--- src/hdl/cmb_pkg.sv ---
// Shared constants and carrier types of the CAN message buffer store.
package cmb_pkg;

  // ---------------------------------------------------------------------
  // Sizes
  // ---------------------------------------------------------------------
  localparam int TXB_NUM   = 3;
  localparam int TXB_BYTES = 13;
  localparam int RXB_BYTES = 15;
  localparam int RX_DEPTH  = 5;
  localparam int LOCAL_PRIORITY_FIELD_W    = 8;
  localparam int STAMP_W   = 16;

  // ---------------------------------------------------------------------
  // Byte offsets inside the transmit window and the receive buffer
  // ---------------------------------------------------------------------
  localparam logic [3:0] TXW_LOCAL_PRIORITY_FIELD_OFS     = 4'hD;
  localparam logic [3:0] TXW_STAMP_HI_OFS = 4'hE;
  localparam logic [3:0] TXW_STAMP_LO_OFS = 4'hF;
  localparam logic [3:0] RXB_STAMP_HI_OFS = 4'hD;
  localparam logic [3:0] RXB_STAMP_LO_OFS = 4'hE;

  // ---------------------------------------------------------------------
  // Reset values
  // ---------------------------------------------------------------------
  localparam logic [2:0] TX_EMPTY_RST = 3'h7;
  localparam logic [2:0] TX_SEL_RST   = 3'h0;
  localparam logic [7:0] LOCAL_PRIORITY_FIELD_RST     = 8'h00;
  localparam logic [7:0] BYTE_RST     = 8'h00;

  // ---------------------------------------------------------------------
  // Carrier types
  // ---------------------------------------------------------------------
  typedef struct packed {
    logic       wr;
    logic [3:0] addr;
    logic [7:0] data;
  } cmb_byte_wr_t;

  typedef struct packed {
    logic eof_ok;
    logic accept;
    logic own;
  } cmb_rx_end_t;

  typedef struct packed {
    logic sof;
    logic done;
    logic lost;
  } cmb_tx_evt_t;

  typedef enum logic [1:0] {
    TX_IDLE = 2'b00,
    TX_BUSY = 2'b01
  } cmb_tx_state_t;

endpackage

--- src/hdl/cmb_store.sv ---
// CAN message buffer store: three transmit buffers and a receive FIFO.
//
// Contract
// - Exactly three independent transmit buffers allow back-to-back frames.
// - Each transmit buffer holds 13 frame bytes, priority and 2 stamp bytes.
// - Software selects an empty buffer; it is mapped into one window.
// - Non-empty buffers are scheduled; empty flag sets after success.
// - Transmit interrupt while any unmasked empty flag is set.
// - Among pending buffers the smallest priority value is sent first.
// - Priority selection reruns at every arbitration, also after errors.
// - Software requests abort; a frame in transmission is never aborted.
// - Abort grant sets ack, empty flag and transmit interrupt in the same cycle.
// - Abort ack reads 1 for an aborted frame, 0 for a sent one.
// - Five-stage receive FIFO; only the foreground buffer is visible.
// - Each receive buffer is 15 bytes including the time stamp.
// - Incoming bytes go to the background buffer while filtering runs.
// - Valid accepted frame is pushed, full flag and interrupt raised.
// - Invalid or rejected frames are not pushed and get overwritten.
// - Own frames are captured but not pushed, interrupted or acknowledged.
// - In loopback own frames are handled like any incoming frame.
// - After lost arbitration the winning frame is received normally.
// - Accepted frame into a full FIFO is dropped with overrun interrupt.
// - Transmission continues while full; reception resumes once freed.
// - Equal lowest priority goes to the lower buffer index.
// - With stamping on, the timer is stored after a valid end of frame.
`timescale 1ns/1ps
`default_nettype none
module cmb_store
  import cmb_pkg::*;
#(
  parameter int DEPTH = RX_DEPTH
) (
  input  wire logic                   clk_sys_i,
  input  wire logic                   reset_i,
  input  wire logic                   loopback_i,
  input  wire logic                   timestamp_enable_i,
  input  wire logic [STAMP_W-1:0]     timer_i,
  input  wire logic                   tx_sel_wr_i,
  input  wire logic [2:0]             tx_sel_wdata_i,
  input  wire cmb_byte_wr_t           tx_win_wr_i,
  input  wire logic [3:0]             tx_win_raddr_i,
  input  wire logic [2:0]             tx_empty_clr_i,
  input  wire logic [2:0]             abort_req_set_i,
  input  wire logic [2:0]             tx_irq_mask_i,
  input  wire cmb_tx_evt_t            tx_evt_i,
  input  wire cmb_byte_wr_t           rx_byte_i,
  input  wire cmb_rx_end_t            rx_end_i,
  input  wire logic [3:0]             rx_fg_raddr_i,
  input  wire logic                   rx_full_clr_i,
  input  wire logic                   rx_irq_en_i,
  input  wire logic                   overrun_clr_i,
  input  wire logic                   overrun_irq_en_i,
  output logic [2:0]                  tx_buffer_select_reg_o,
  output logic [2:0]                  tx_buffer_empty_flag_o,
  output logic [2:0]                  abort_request_bit_o,
  output logic [2:0]                  abort_ack_flag_o,
  output logic [7:0]                  tx_win_rdata_o,
  output logic                        tx_irq_o,
  output logic                        tx_req_o,
  output logic [TXB_BYTES-1:0][7:0]   tx_frame_o,
  output logic                        tx_busy_o,
  output logic                        rx_ack_allow_o,
  output logic [7:0]                  rx_fg_rdata_o,
  output logic                        rx_full_flag_o,
  output logic                        rx_irq_o,
  output logic                        overrun_flag_o,
  output logic                        err_irq_o
);

  // ---------------------------------------------------------------------
  // State
  // ---------------------------------------------------------------------
  localparam int PW = (DEPTH > 1) ? $clog2(DEPTH) : 1;
  localparam int CW = $clog2(DEPTH + 1);

  typedef struct packed {
    cmb_tx_state_t                          tx_st;
    logic [2:0]                             empty;
    logic [2:0]                             abort_req;
    logic [2:0]                             abort_ack;
    logic [2:0]                             sel;
    logic [1:0]                             cand;
    logic [1:0]                             cur;
    logic [TXB_NUM-1:0][TXB_BYTES-1:0][7:0] txb;
    logic [TXB_NUM-1:0][LOCAL_PRIORITY_FIELD_W-1:0]         local_priority_field;
    logic [TXB_NUM-1:0][STAMP_W-1:0]        tx_stamp;
    logic [TXB_BYTES-1:0][7:0]              tx_frame;
    logic                                   tx_req;
    logic                                   tx_irq;
    logic [7:0]                             tx_rdata;
    logic [RXB_BYTES-1:0][7:0]              bg;
    logic [DEPTH-1:0][RXB_BYTES-1:0][7:0]   fifo;
    logic [PW-1:0]                          wr;
    logic [PW-1:0]                          rd;
    logic [CW-1:0]                          cnt;
    logic                                   rx_full;
    logic                                   rx_irq;
    logic                                   ovr;
    logic                                   err_irq;
    logic                                   ack_allow;
    logic [7:0]                             rx_rdata;
  } cmb_state_t;

  cmb_state_t st_ff;
  cmb_state_t nxt_st;
  logic       sel_valid;
  logic [1:0] sel_idx;

  // ---------------------------------------------------------------------
  // Helpers
  // ---------------------------------------------------------------------
  function automatic logic [2:0] lowest_bit(input logic [2:0] v);
    logic [2:0] r;
    r = 3'h0;
    for (int i = TXB_NUM - 1; i >= 0; i--) begin
      if (v[i]) begin
        r = 3'h0;
        r[i] = 1'b1;
      end
    end
    return r;
  endfunction

  function automatic logic [PW-1:0] next_idx(input logic [PW-1:0] p);
    return (p == PW'(DEPTH - 1)) ? '0 : PW'(p + 1'b1);
  endfunction

  function automatic logic [1:0] onehot_idx(input logic [2:0] v);
    logic [1:0] r;
    r = 2'h0;
    for (int i = 0; i < TXB_NUM; i++) begin
      if (v[i]) begin
        r = 2'(i);
      end
    end
    return r;
  endfunction

  // ---------------------------------------------------------------------
  // Priority selection
  // ---------------------------------------------------------------------
  cmb_local_priority_field_sel #(
    .NUM (TXB_NUM)
  ) u_local_priority_field_sel (
    .pending_i (~st_ff.empty),
    .local_priority_field_i    (st_ff.local_priority_field),
    .valid_o   (sel_valid),
    .idx_o     (sel_idx)
  );

  // ---------------------------------------------------------------------
  // Next state
  // ---------------------------------------------------------------------
  always_comb begin
    logic [2:0]                set_empty;
    logic [1:0]                widx;
    logic                      win_ok;
    logic                      lock_now;
    logic [1:0]                lock_idx;
    logic                      push_req;
    logic                      pop;
    logic [RXB_BYTES-1:0][7:0] frame;
    set_empty = 3'h0;
    widx      = onehot_idx(st_ff.sel);
    win_ok    = 1'b0;
    lock_now  = 1'b0;
    lock_idx  = 2'h0;
    push_req  = 1'b0;
    pop       = 1'b0;
    frame     = '0;
    nxt_st    = st_ff;

    // Buffer selection maps one empty buffer into the window.
    if (tx_sel_wr_i) begin
      nxt_st.sel = lowest_bit(tx_sel_wdata_i & st_ff.empty);
    end

    // Window writes reach only a selected buffer that is still empty.
    win_ok = (st_ff.sel != 3'h0) && st_ff.empty[widx];
    if (tx_win_wr_i.wr && win_ok) begin
      if (tx_win_wr_i.addr < 4'(TXB_BYTES)) begin
        nxt_st.txb[widx][tx_win_wr_i.addr] = tx_win_wr_i.data;
      end else if (tx_win_wr_i.addr == TXW_LOCAL_PRIORITY_FIELD_OFS) begin
        nxt_st.local_priority_field[widx] = tx_win_wr_i.data;
      end
    end

    // Window read-back, stamp bytes included.
    case (tx_win_raddr_i)
      TXW_LOCAL_PRIORITY_FIELD_OFS:     nxt_st.tx_rdata = st_ff.local_priority_field[widx];
      TXW_STAMP_HI_OFS: nxt_st.tx_rdata = st_ff.tx_stamp[widx][15:8];
      TXW_STAMP_LO_OFS: nxt_st.tx_rdata = st_ff.tx_stamp[widx][7:0];
      default:          nxt_st.tx_rdata = st_ff.txb[widx][tx_win_raddr_i];
    endcase
    if (st_ff.sel == 3'h0) begin
      nxt_st.tx_rdata = BYTE_RST;
    end

    // Transmit scheduling against the protocol engine.
    case (st_ff.tx_st)
      TX_IDLE: begin
        nxt_st.tx_req = sel_valid;
        nxt_st.cand   = sel_idx;
        if (sel_valid) begin
          nxt_st.tx_frame = st_ff.txb[sel_idx];
        end
        if (tx_evt_i.sof && st_ff.tx_req && !st_ff.empty[st_ff.cand]) begin
          lock_now      = 1'b1;
          lock_idx      = st_ff.cand;
          nxt_st.cur    = st_ff.cand;
          nxt_st.tx_st  = TX_BUSY;
          nxt_st.tx_req = 1'b0;
          nxt_st.tx_frame = st_ff.tx_frame;
        end
      end
      TX_BUSY: begin
        lock_now = 1'b1;
        lock_idx = st_ff.cur;
        if (tx_evt_i.done) begin
          set_empty[st_ff.cur] = 1'b1;
          nxt_st.abort_ack[st_ff.cur] = 1'b0;
          if (timestamp_enable_i) begin
            nxt_st.tx_stamp[st_ff.cur] = timer_i;
          end
          nxt_st.tx_st = TX_IDLE;
        end else if (tx_evt_i.lost) begin
          // Lost arbitration or error: selection reruns before retry.
          nxt_st.tx_st = TX_IDLE;
        end
      end
      default: begin
        nxt_st.tx_st  = TX_IDLE;
        nxt_st.tx_req = 1'b0;
      end
    endcase

    // Abort handling; the buffer on the bus is left alone.
    nxt_st.abort_req = st_ff.abort_req | (abort_req_set_i & ~st_ff.empty);
    for (int i = 0; i < TXB_NUM; i++) begin
      if (st_ff.abort_req[i] && !st_ff.empty[i]
          && !(lock_now && lock_idx == 2'(i))) begin
        nxt_st.abort_ack[i] = 1'b1;
        set_empty[i] = 1'b1;
      end
    end

    // Empty flags: hardware set wins over software clear.
    for (int i = 0; i < TXB_NUM; i++) begin
      if (tx_empty_clr_i[i] && st_ff.empty[i] && !set_empty[i]) begin
        nxt_st.abort_ack[i] = 1'b0;
      end
      if (set_empty[i]) begin
        nxt_st.abort_req[i] = 1'b0;
      end
    end
    nxt_st.empty = (st_ff.empty & ~tx_empty_clr_i) | set_empty;
    if (|(st_ff.sel & tx_empty_clr_i & ~set_empty)) begin
      nxt_st.sel = tx_sel_wr_i ? nxt_st.sel : st_ff.sel;
    end
    nxt_st.tx_irq = |(nxt_st.empty & ~tx_irq_mask_i);

    // Background buffer fill while the filter decides.
    if (rx_byte_i.wr && rx_byte_i.addr < 4'(RXB_BYTES)) begin
      nxt_st.bg[rx_byte_i.addr] = rx_byte_i.data;
    end
    frame = nxt_st.bg;
    if (timestamp_enable_i) begin
      frame[RXB_STAMP_HI_OFS] = timer_i[15:8];
      frame[RXB_STAMP_LO_OFS] = timer_i[7:0];
    end

    // Push only valid accepted frames that are not our own, or all in loopback.
    push_req = rx_end_i.eof_ok && rx_end_i.accept
               && (!rx_end_i.own || loopback_i);
    pop = rx_full_clr_i && st_ff.rx_full;
    if (pop) begin
      nxt_st.rd = next_idx(st_ff.rd);
    end
    if (push_req && (st_ff.cnt < CW'(DEPTH) || pop)) begin
      nxt_st.fifo[st_ff.wr] = frame;
      nxt_st.wr = next_idx(st_ff.wr);
    end else if (push_req) begin
      push_req = 1'b0;
      nxt_st.ovr = 1'b1;
    end else if (overrun_clr_i) begin
      nxt_st.ovr = 1'b0;
    end
    if (push_req && !pop) begin
      nxt_st.cnt = CW'(st_ff.cnt + 1'b1);
    end else if (pop && !push_req) begin
      nxt_st.cnt = CW'(st_ff.cnt - 1'b1);
    end
    nxt_st.rx_full  = nxt_st.cnt != '0;
    nxt_st.rx_irq   = nxt_st.rx_full && rx_irq_en_i;
    nxt_st.err_irq  = nxt_st.ovr && overrun_irq_en_i;
    nxt_st.rx_rdata = (rx_fg_raddr_i < 4'(RXB_BYTES))
                      ? nxt_st.fifo[nxt_st.rd][rx_fg_raddr_i] : BYTE_RST;
    if (!nxt_st.rx_full) begin
      nxt_st.rx_rdata = BYTE_RST;
    end

    // Acknowledge only frames of other nodes, or all in loopback.
    nxt_st.ack_allow = (nxt_st.tx_st != TX_BUSY) || loopback_i;
  end

  // ---------------------------------------------------------------------
  // Registers
  // ---------------------------------------------------------------------
  always_ff @(posedge clk_sys_i or posedge reset_i) begin
    if (reset_i) begin
      st_ff           <= '0;
      st_ff.tx_st     <= TX_IDLE;
      st_ff.empty     <= TX_EMPTY_RST;
      st_ff.sel       <= TX_SEL_RST;
      st_ff.local_priority_field      <= {TXB_NUM{LOCAL_PRIORITY_FIELD_RST}};
      st_ff.tx_irq    <= 1'b0;
      st_ff.ack_allow <= 1'b1;
    end else begin
      st_ff <= nxt_st;
    end
  end

  // ---------------------------------------------------------------------
  // Outputs
  // ---------------------------------------------------------------------
  assign tx_buffer_select_reg_o = st_ff.sel;
  assign tx_buffer_empty_flag_o = st_ff.empty;
  assign abort_request_bit_o    = st_ff.abort_req;
  assign abort_ack_flag_o       = st_ff.abort_ack;
  assign tx_win_rdata_o         = st_ff.tx_rdata;
  assign tx_irq_o               = st_ff.tx_irq;
  assign tx_req_o               = st_ff.tx_req;
  assign tx_frame_o             = st_ff.tx_frame;
  assign tx_busy_o              = st_ff.tx_st[0];
  assign rx_ack_allow_o         = st_ff.ack_allow;
  assign rx_fg_rdata_o          = st_ff.rx_rdata;
  assign rx_full_flag_o         = st_ff.rx_full;
  assign rx_irq_o               = st_ff.rx_irq;
  assign overrun_flag_o         = st_ff.ovr;
  assign err_irq_o              = st_ff.err_irq;

endmodule
`default_nettype wire

--- src/hdl/cmb_local_priority_field_sel.sv ---
// Local priority selector over the pending transmit buffers.
`timescale 1ns/1ps
`default_nettype none
module cmb_local_priority_field_sel
  import cmb_pkg::*;
#(
  parameter int NUM = TXB_NUM
) (
  input  wire logic [NUM-1:0]             pending_i,
  input  wire logic [NUM-1:0][LOCAL_PRIORITY_FIELD_W-1:0] local_priority_field_i,
  output logic                            valid_o,
  output logic [1:0]                      idx_o
);

  // ---------------------------------------------------------------------
  // Smallest value wins; strict compare keeps the lower index on a tie.
  // ---------------------------------------------------------------------
  always_comb begin
    logic [LOCAL_PRIORITY_FIELD_W-1:0] best;
    best    = {LOCAL_PRIORITY_FIELD_W{1'b1}};
    valid_o = 1'b0;
    idx_o   = 2'h0;
    for (int i = 0; i < NUM; i++) begin
      if (pending_i[i] && (!valid_o || local_priority_field_i[i] < best)) begin
        valid_o = 1'b1;
        best    = local_priority_field_i[i];
        idx_o   = 2'(i);
      end
    end
  end

endmodule
`default_nettype wire

--- config.mk ---
export PLATFORM = sky130hd
export DESIGN_NAME = cmb_store
export DESIGN_NICKNAME = d
export VERILOG_FILES = /design/src/hdl/cmb_pkg.sv /design/src/hdl/cmb_store.sv /design/src/hdl/cmb_local_priority_field_sel.sv
export SDC_FILE = /design/constraint.sdc
export NUM_CORES = 2
export LEC_CHECK = 0
export ABC_AREA = 0
export ABC_CLOCK_PERIOD_IN_PS = 112000
export BUFFER_PORTS_ARGS = -buffer_cell sky130_fd_sc_hd__buf_2
export CAP_MARGIN = 10
export CORE_MARGIN = 2
export CORE_UTILIZATION = 50
export DETAILED_ROUTE_END_ITERATION = 7
export PLACE_DENSITY_LB_ADDON = 0.15
export SLEW_MARGIN = 20
export SYNTH_ARGS = -nofsm -noshare
export SYNTH_HDL_FRONTEND = slang
export SYNTH_HIERARCHICAL = 1
export SYNTH_SLANG_ARGS = --single-unit
--- constraint.sdc ---
create_clock -name clk_sys_i -period 112 [get_ports clk_sys_i]
set_clock_uncertainty 0.05 [all_clocks]
set_input_delay 22.4 -clock clk_sys_i [delete_from_list [all_inputs] [get_ports clk_sys_i]]
set_output_delay 22.4 -clock clk_sys_i [all_outputs]
set_load 0.02 [all_outputs]
# Yosys cells after proc, flatten, opt, wreduce, memory -nomap -nowiden
# Index checks and enable logic that the tools add are counted.
[totals]
ff_bits = 1258
inputBits = 77
[op_classes]
add_sub_neg = 4
n_lt_le_gt_ge = 21
n_eq_ne = 11
mux = 94
n_bitwise = 16
n_reduce_logical = 76
[op_table]
columns = ["cell", "n"]
rows = [
  ["$mux 603", 1],
  ["$bwmux 600", 1],
  ["$bmux 104 s2", 2],
  ["$bmux 120 s3", 1],
  ["$demux 120 s3", 1],
  ["$mux 120", 3],
  ["$bwmux 312", 1],
  ["$mux 104", 3],
  ["$demux 104 s2", 1],
  ["$bwmux 120", 1],
  ["$mux 8", 11],
  ["$bmux 8 s4", 2],
  ["$demux 8 s4", 2],
  ["$bwmux 48", 1],
  ["$mux 16", 3],
  ["$mux 3", 15],
  ["$logic_and 1x1->1", 35],
  ["$bmux 16 s2", 1],
  ["$demux 16 s2", 1],
  ["$mux 1", 26],
  ["$bwmux 24", 1],
  ["$pmux 8 s3", 1],
  ["$reduce_bool 3->1", 8],
  ["$and 3x3->3", 7],
  ["34 further kinds", 93],
]

# Logic depth before layout (Yosys ltp)
[logic_depth]
ltp_word = 15
ltp_mapped = 23

# Hierarchy
# The synthesis kept the hierarchy.
[modules_own_cells]
columns = ["module", "instances", "cells_per_inst", "area_per_inst_um2"]
rows = [
  ["cmb_store", 1, 5685, 59607.2],
  ["cmb_local_priority_field_sel", 1, 74, 569.3],
]

# Worst setup path after synthesis
# Ideal clock, no wire load.
[synth_timing]
path_type = "input to register"
startpoint = "input port rx_byte_i[8] in the netlist's numbering"
endpoint = "register st_ff (netlist bit rx_fg_rdata_o[5])"
setup_ns = 0.120
arrival_ns = 24.905
t_required_ns = 111.830
path_slack_ns = 86.924
path_stages = 10
path_buffers = 0
path_cell_list = "nand3b_1 nor2_1 mux2i_1 inv_1 mux4_2 a21oi_1 o211ai_1 a311oi_1 a211oi_1 a41o_1"
[synth_rtl]
columns = ["element", "line_no", "text"]
rows = [
  ["start, declared", "cmb_store.sv:46", "input wire cmb_byte_wr_t rx_byte_i,"],
  ["end signal, assigned", "cmb_store.sv:319", "st_ff <= nxt_st;"],
  ["end, declared", "cmb_store.sv:104", "cmb_state_t st_ff;"],
]

==> out/qor.yml <==
synth:
  synth.net_count: 5856
  synth_async_sr_flop_share_pct: 100
  syn_inst: 5759
  synth_ff_type: "dfrtp_1"
  yosysWarningCount: 6
  synth-seq-cells: 1258
  netlist_area_um2: 60200
  synth_cell_types: 89
  syn_avg_cell_area_um2: 10.4
  synth_edf_count: 0
  synth_seq_area_share_pct: 52.3
timing:
  slew_viol_final: 0
  hold_viol: 0
  setup_tns_ns: 0
  timing.fmax_mhz: 38.2
  final.period_utilization_pct: 23.3
  fin_crit_ns: 26.15
  max-slew-margin-rel_pct: 24.0
  setup-violations-final: 0
  worstMarginPinSlew_ns: 1.14
  finalWorstSetupSlack_ns: 85.85
  rsz0062_at_grt: "no"
global_routing:
  grt_pass1_vias: 43140
  grt_max_degree: 197
  grt_pass1_wl_um: 284000
  grt_usage_pct: 30.6
  antenna_found_initial: 8
  grt_remaining_overflow: 0
routing:
  via_per_inst: 6.05
  dr.pass1.iters: 7
  vias: 44697
  drc: 0
  ant_nets: 0
  first_iter_violations: 4556
  wire_per_inst_um: 25.5
  totalWireLength_um: 189000
setup_path:
  crit_path_top_delay_cell: "buf_4"
  worstSetupPathType: "in -> reg"
  crit_fanout: 68
  cp_top_family: "buffers and inverters"
  cp-end-kind: "flip-flop"
  cp_data_arrival_time_ns: 26.75
  critPathRequiredTime_ns: 112.60
  slowest_delay_ns: 0.68
  critPathLaunchType: "primary input"
  timing.critical_path.buf_inv: 4
  path_cells: "buf_2, a2bb2oi_1, a2111oi_4, buf_4, nand3_4, buf_4, buf_4, o21ai_0, mux4_2, a21bo_1, a311oi_1, a211oi_1, a41o_1"
  cpMostUsedCell: "buf_4"
clocking:
  cts_setup_buffers: 0
  hold_buffers: 0
  cts.sinks: 1258
  cts_max_level: 4
  cts.reportedPaths.clkPinSlew_ns: 0.06
  cts-root-buf: "clkbuf_16"
  numCtsBuffers: 139
  clk_latency_ns: 0.77
  cts_resized: 0
  cts_tree: "done"
  clockBufferDepth: 3
layout:
  nets: 5758
  drive_gt1_share_pct: 19.4
  seqCellArea_um2: 31500
  multi_input_area_um2: 25700
  synthToLayoutAreaGrowth_pct: 10.2
  postLayoutCoreUtil_pct: 55.4
  fillers: 10505
power_and_ir_drop:
  ir_drop_mv: 0.0446
  p_leak_nw: 30.6
  power_density_nw_per_um2: 26.9
floorplanning:
  fp.dieH_um: 351
  rows: 127
  core-area_um2: 120000
  io_pins: 217
  start_util_pct: 50.3
  die_area_um2: 123000
  die_w_um: 351
worst_hold_path:
  min-delay-path-class: "reg -> reg"
outcome:
  status: "complete, no violations"
placed_design:
  gp_congestion: 0.882
  port_buffers: 216
  place_ws_ns: 85.09
  dp_hpwl_um: 118000
flow_run:
  cap_violations: 0
state kept, by name, indices dropped and copies added, names as in the netlist, 3 cells and up:
signal	flops
tx_frame_o	104
tx_win_rdata_o	8
st_ff	1118
rx_fg_rdata_o	8
tx_buffer_empty_flag_o	3
abort_ack_flag_o	3
abort_request_bit_o	3
tx_buffer_select_reg_o	3
synth_stat cells, drive strengths merged, types with 7 or more instances:
library cell  count  area, µm²
buf             271       1610
nand3            37        190
nor2            388       1460
a221oi           35        313
mux2i           358       3580
inv             129        484
a211o            20        175
a21o             19        143
mux4             82       1850
o211ai           32        245
ha               20        250
a31oi            11       68.8
nor4              9       56.3
and3              7       43.8
a22oi            21        158
a211oi           76        576
nor3             75        385
or3               9       56.3
o32ai            11       96.3
o21ai           611       3060
nand4            13       81.3
o22ai            48        300
o311ai            8       70.1
a21oi           386       1940
mux2            440       4950
o22a             92        806
nand2b           19        119
o21a              7       52.6
a221o             7       70.1
nor2b            22        138
nand2           798       3000
a2111oi          15        150
dfrtp          1254      31400
and2             22        140
clkbuf          288       1080
o31ai            13        103
o221ai           19        166
kinds of logic (layout without fill, tap and decap cells):
group | after synthesis | after routing | share of synthesized area (%)
and+or+nand+nor | 1422 | 1422 | 9.73
muxes | 880 | 880 | 17.3
DFF | 1258 | 1258 | 52.3
adders and majority gates | 20 | 20 | 0.416
AOI/OAI and AO/OA | 1487 | 1487 | 15.0
other | 1 | 6 | 0.00623
xor gates and xnor gates | 1 | 1 | 0.0146
buffers and inverters | 690 | 700 | 5.29
worst paths after layout:
path	startpoint	end	slack [ns]	cells past startpoint
max	rx_full_clr_i	rx_fg_rdata_o[5]	85.85	13
min	st_ff[240]	st_ff[240]	0.42	2
max reg2reg	tx_buffer_empty_flag_o[0]	tx_frame_o[55]	105.05	19
min reg2reg	st_ff[240]	st_ff[240]	0.42	2
max in group asynchronous	reset_i	st_ff[975]	86.93	6
min in group asynchronous	reset_i	st_ff[524]	21.81	2
layout by cell type (no fill, tap or decap), types with 34 or more instances in the layout:
master     count
nand3_1       34
a211oi_1      75
inv_1        124
a221oi_1      34
o22a_1        92
mux2i_1      356
buf_4         94
mux4_2        82
nor2_1       380
nand2_1      794
o22ai_1       48
a21oi_1      384
mux2_2       440
o21ai_0      602
buf_2        214
dfrtp_1     1252
nor3_1        70
clkbuf_16    140
per-stage QoR:
| stage | power (mW) | cell area (µm²) | hold slack, ns | cells |
|---|---|---|---|---|
| after global placement | 1.31 | 61700 | 0.404 | 7131 |
| after floorplan | 1.13 | 60200 | 0.387 | 5759 |
| after global routing | 1.88 | 66300 | 0.448 | 7383 |
| final | 1.79 | 66300 | 0.425 | 7386 |
| after CTS | 1.78 | 66300 | 0.421 | 7380 |
| after detailed placement | 1.32 | 61700 | 0.407 | 7131 |
where the power goes:
part	internal, mW	switching [mW]	total, mW
registers	0.595	0.0662	0.662
logic	0.225	0.439	0.664
clock network	0.267	0.194	0.462
routing by layer:
| metal | wire length, µm | vias up | part of all wire [%] | global-route usage [%] |
|---|---|---|---|---|
| li1 | - | 20108 | - | - |
| met4 | 6950 | 2 | 3.7 | 11.4 |
| met5 | 13 | - | 0.0069 | 0 |
| met3 | 12800 | 350 | 6.8 | 4.90 |
| met2 | 87200 | 1668 | 46 | 48.3 |
| met1 | 81700 | 22569 | 43 | 42.8 |
tightest hold or removal path, cell delays in order, from the launching register on:
cell and delay, ns:
dfrtp_1 0.32, nand2_1 0.05, nand2_1 0.07
final cells by class:
class / count / share of cell area [%]
repair buffers: 320 / 3.03
clock inverters: 48 / 0.790
flip-flops and latches: 1258 / 47.5
clock buffers: 201 / 6.12
inverters: 131 / 0.756
multi-input cells: 3811 / 38.8
well taps: 1612 / 3.04
diodes: 5 / 0.0189
(Power assumes the default switching activity.)
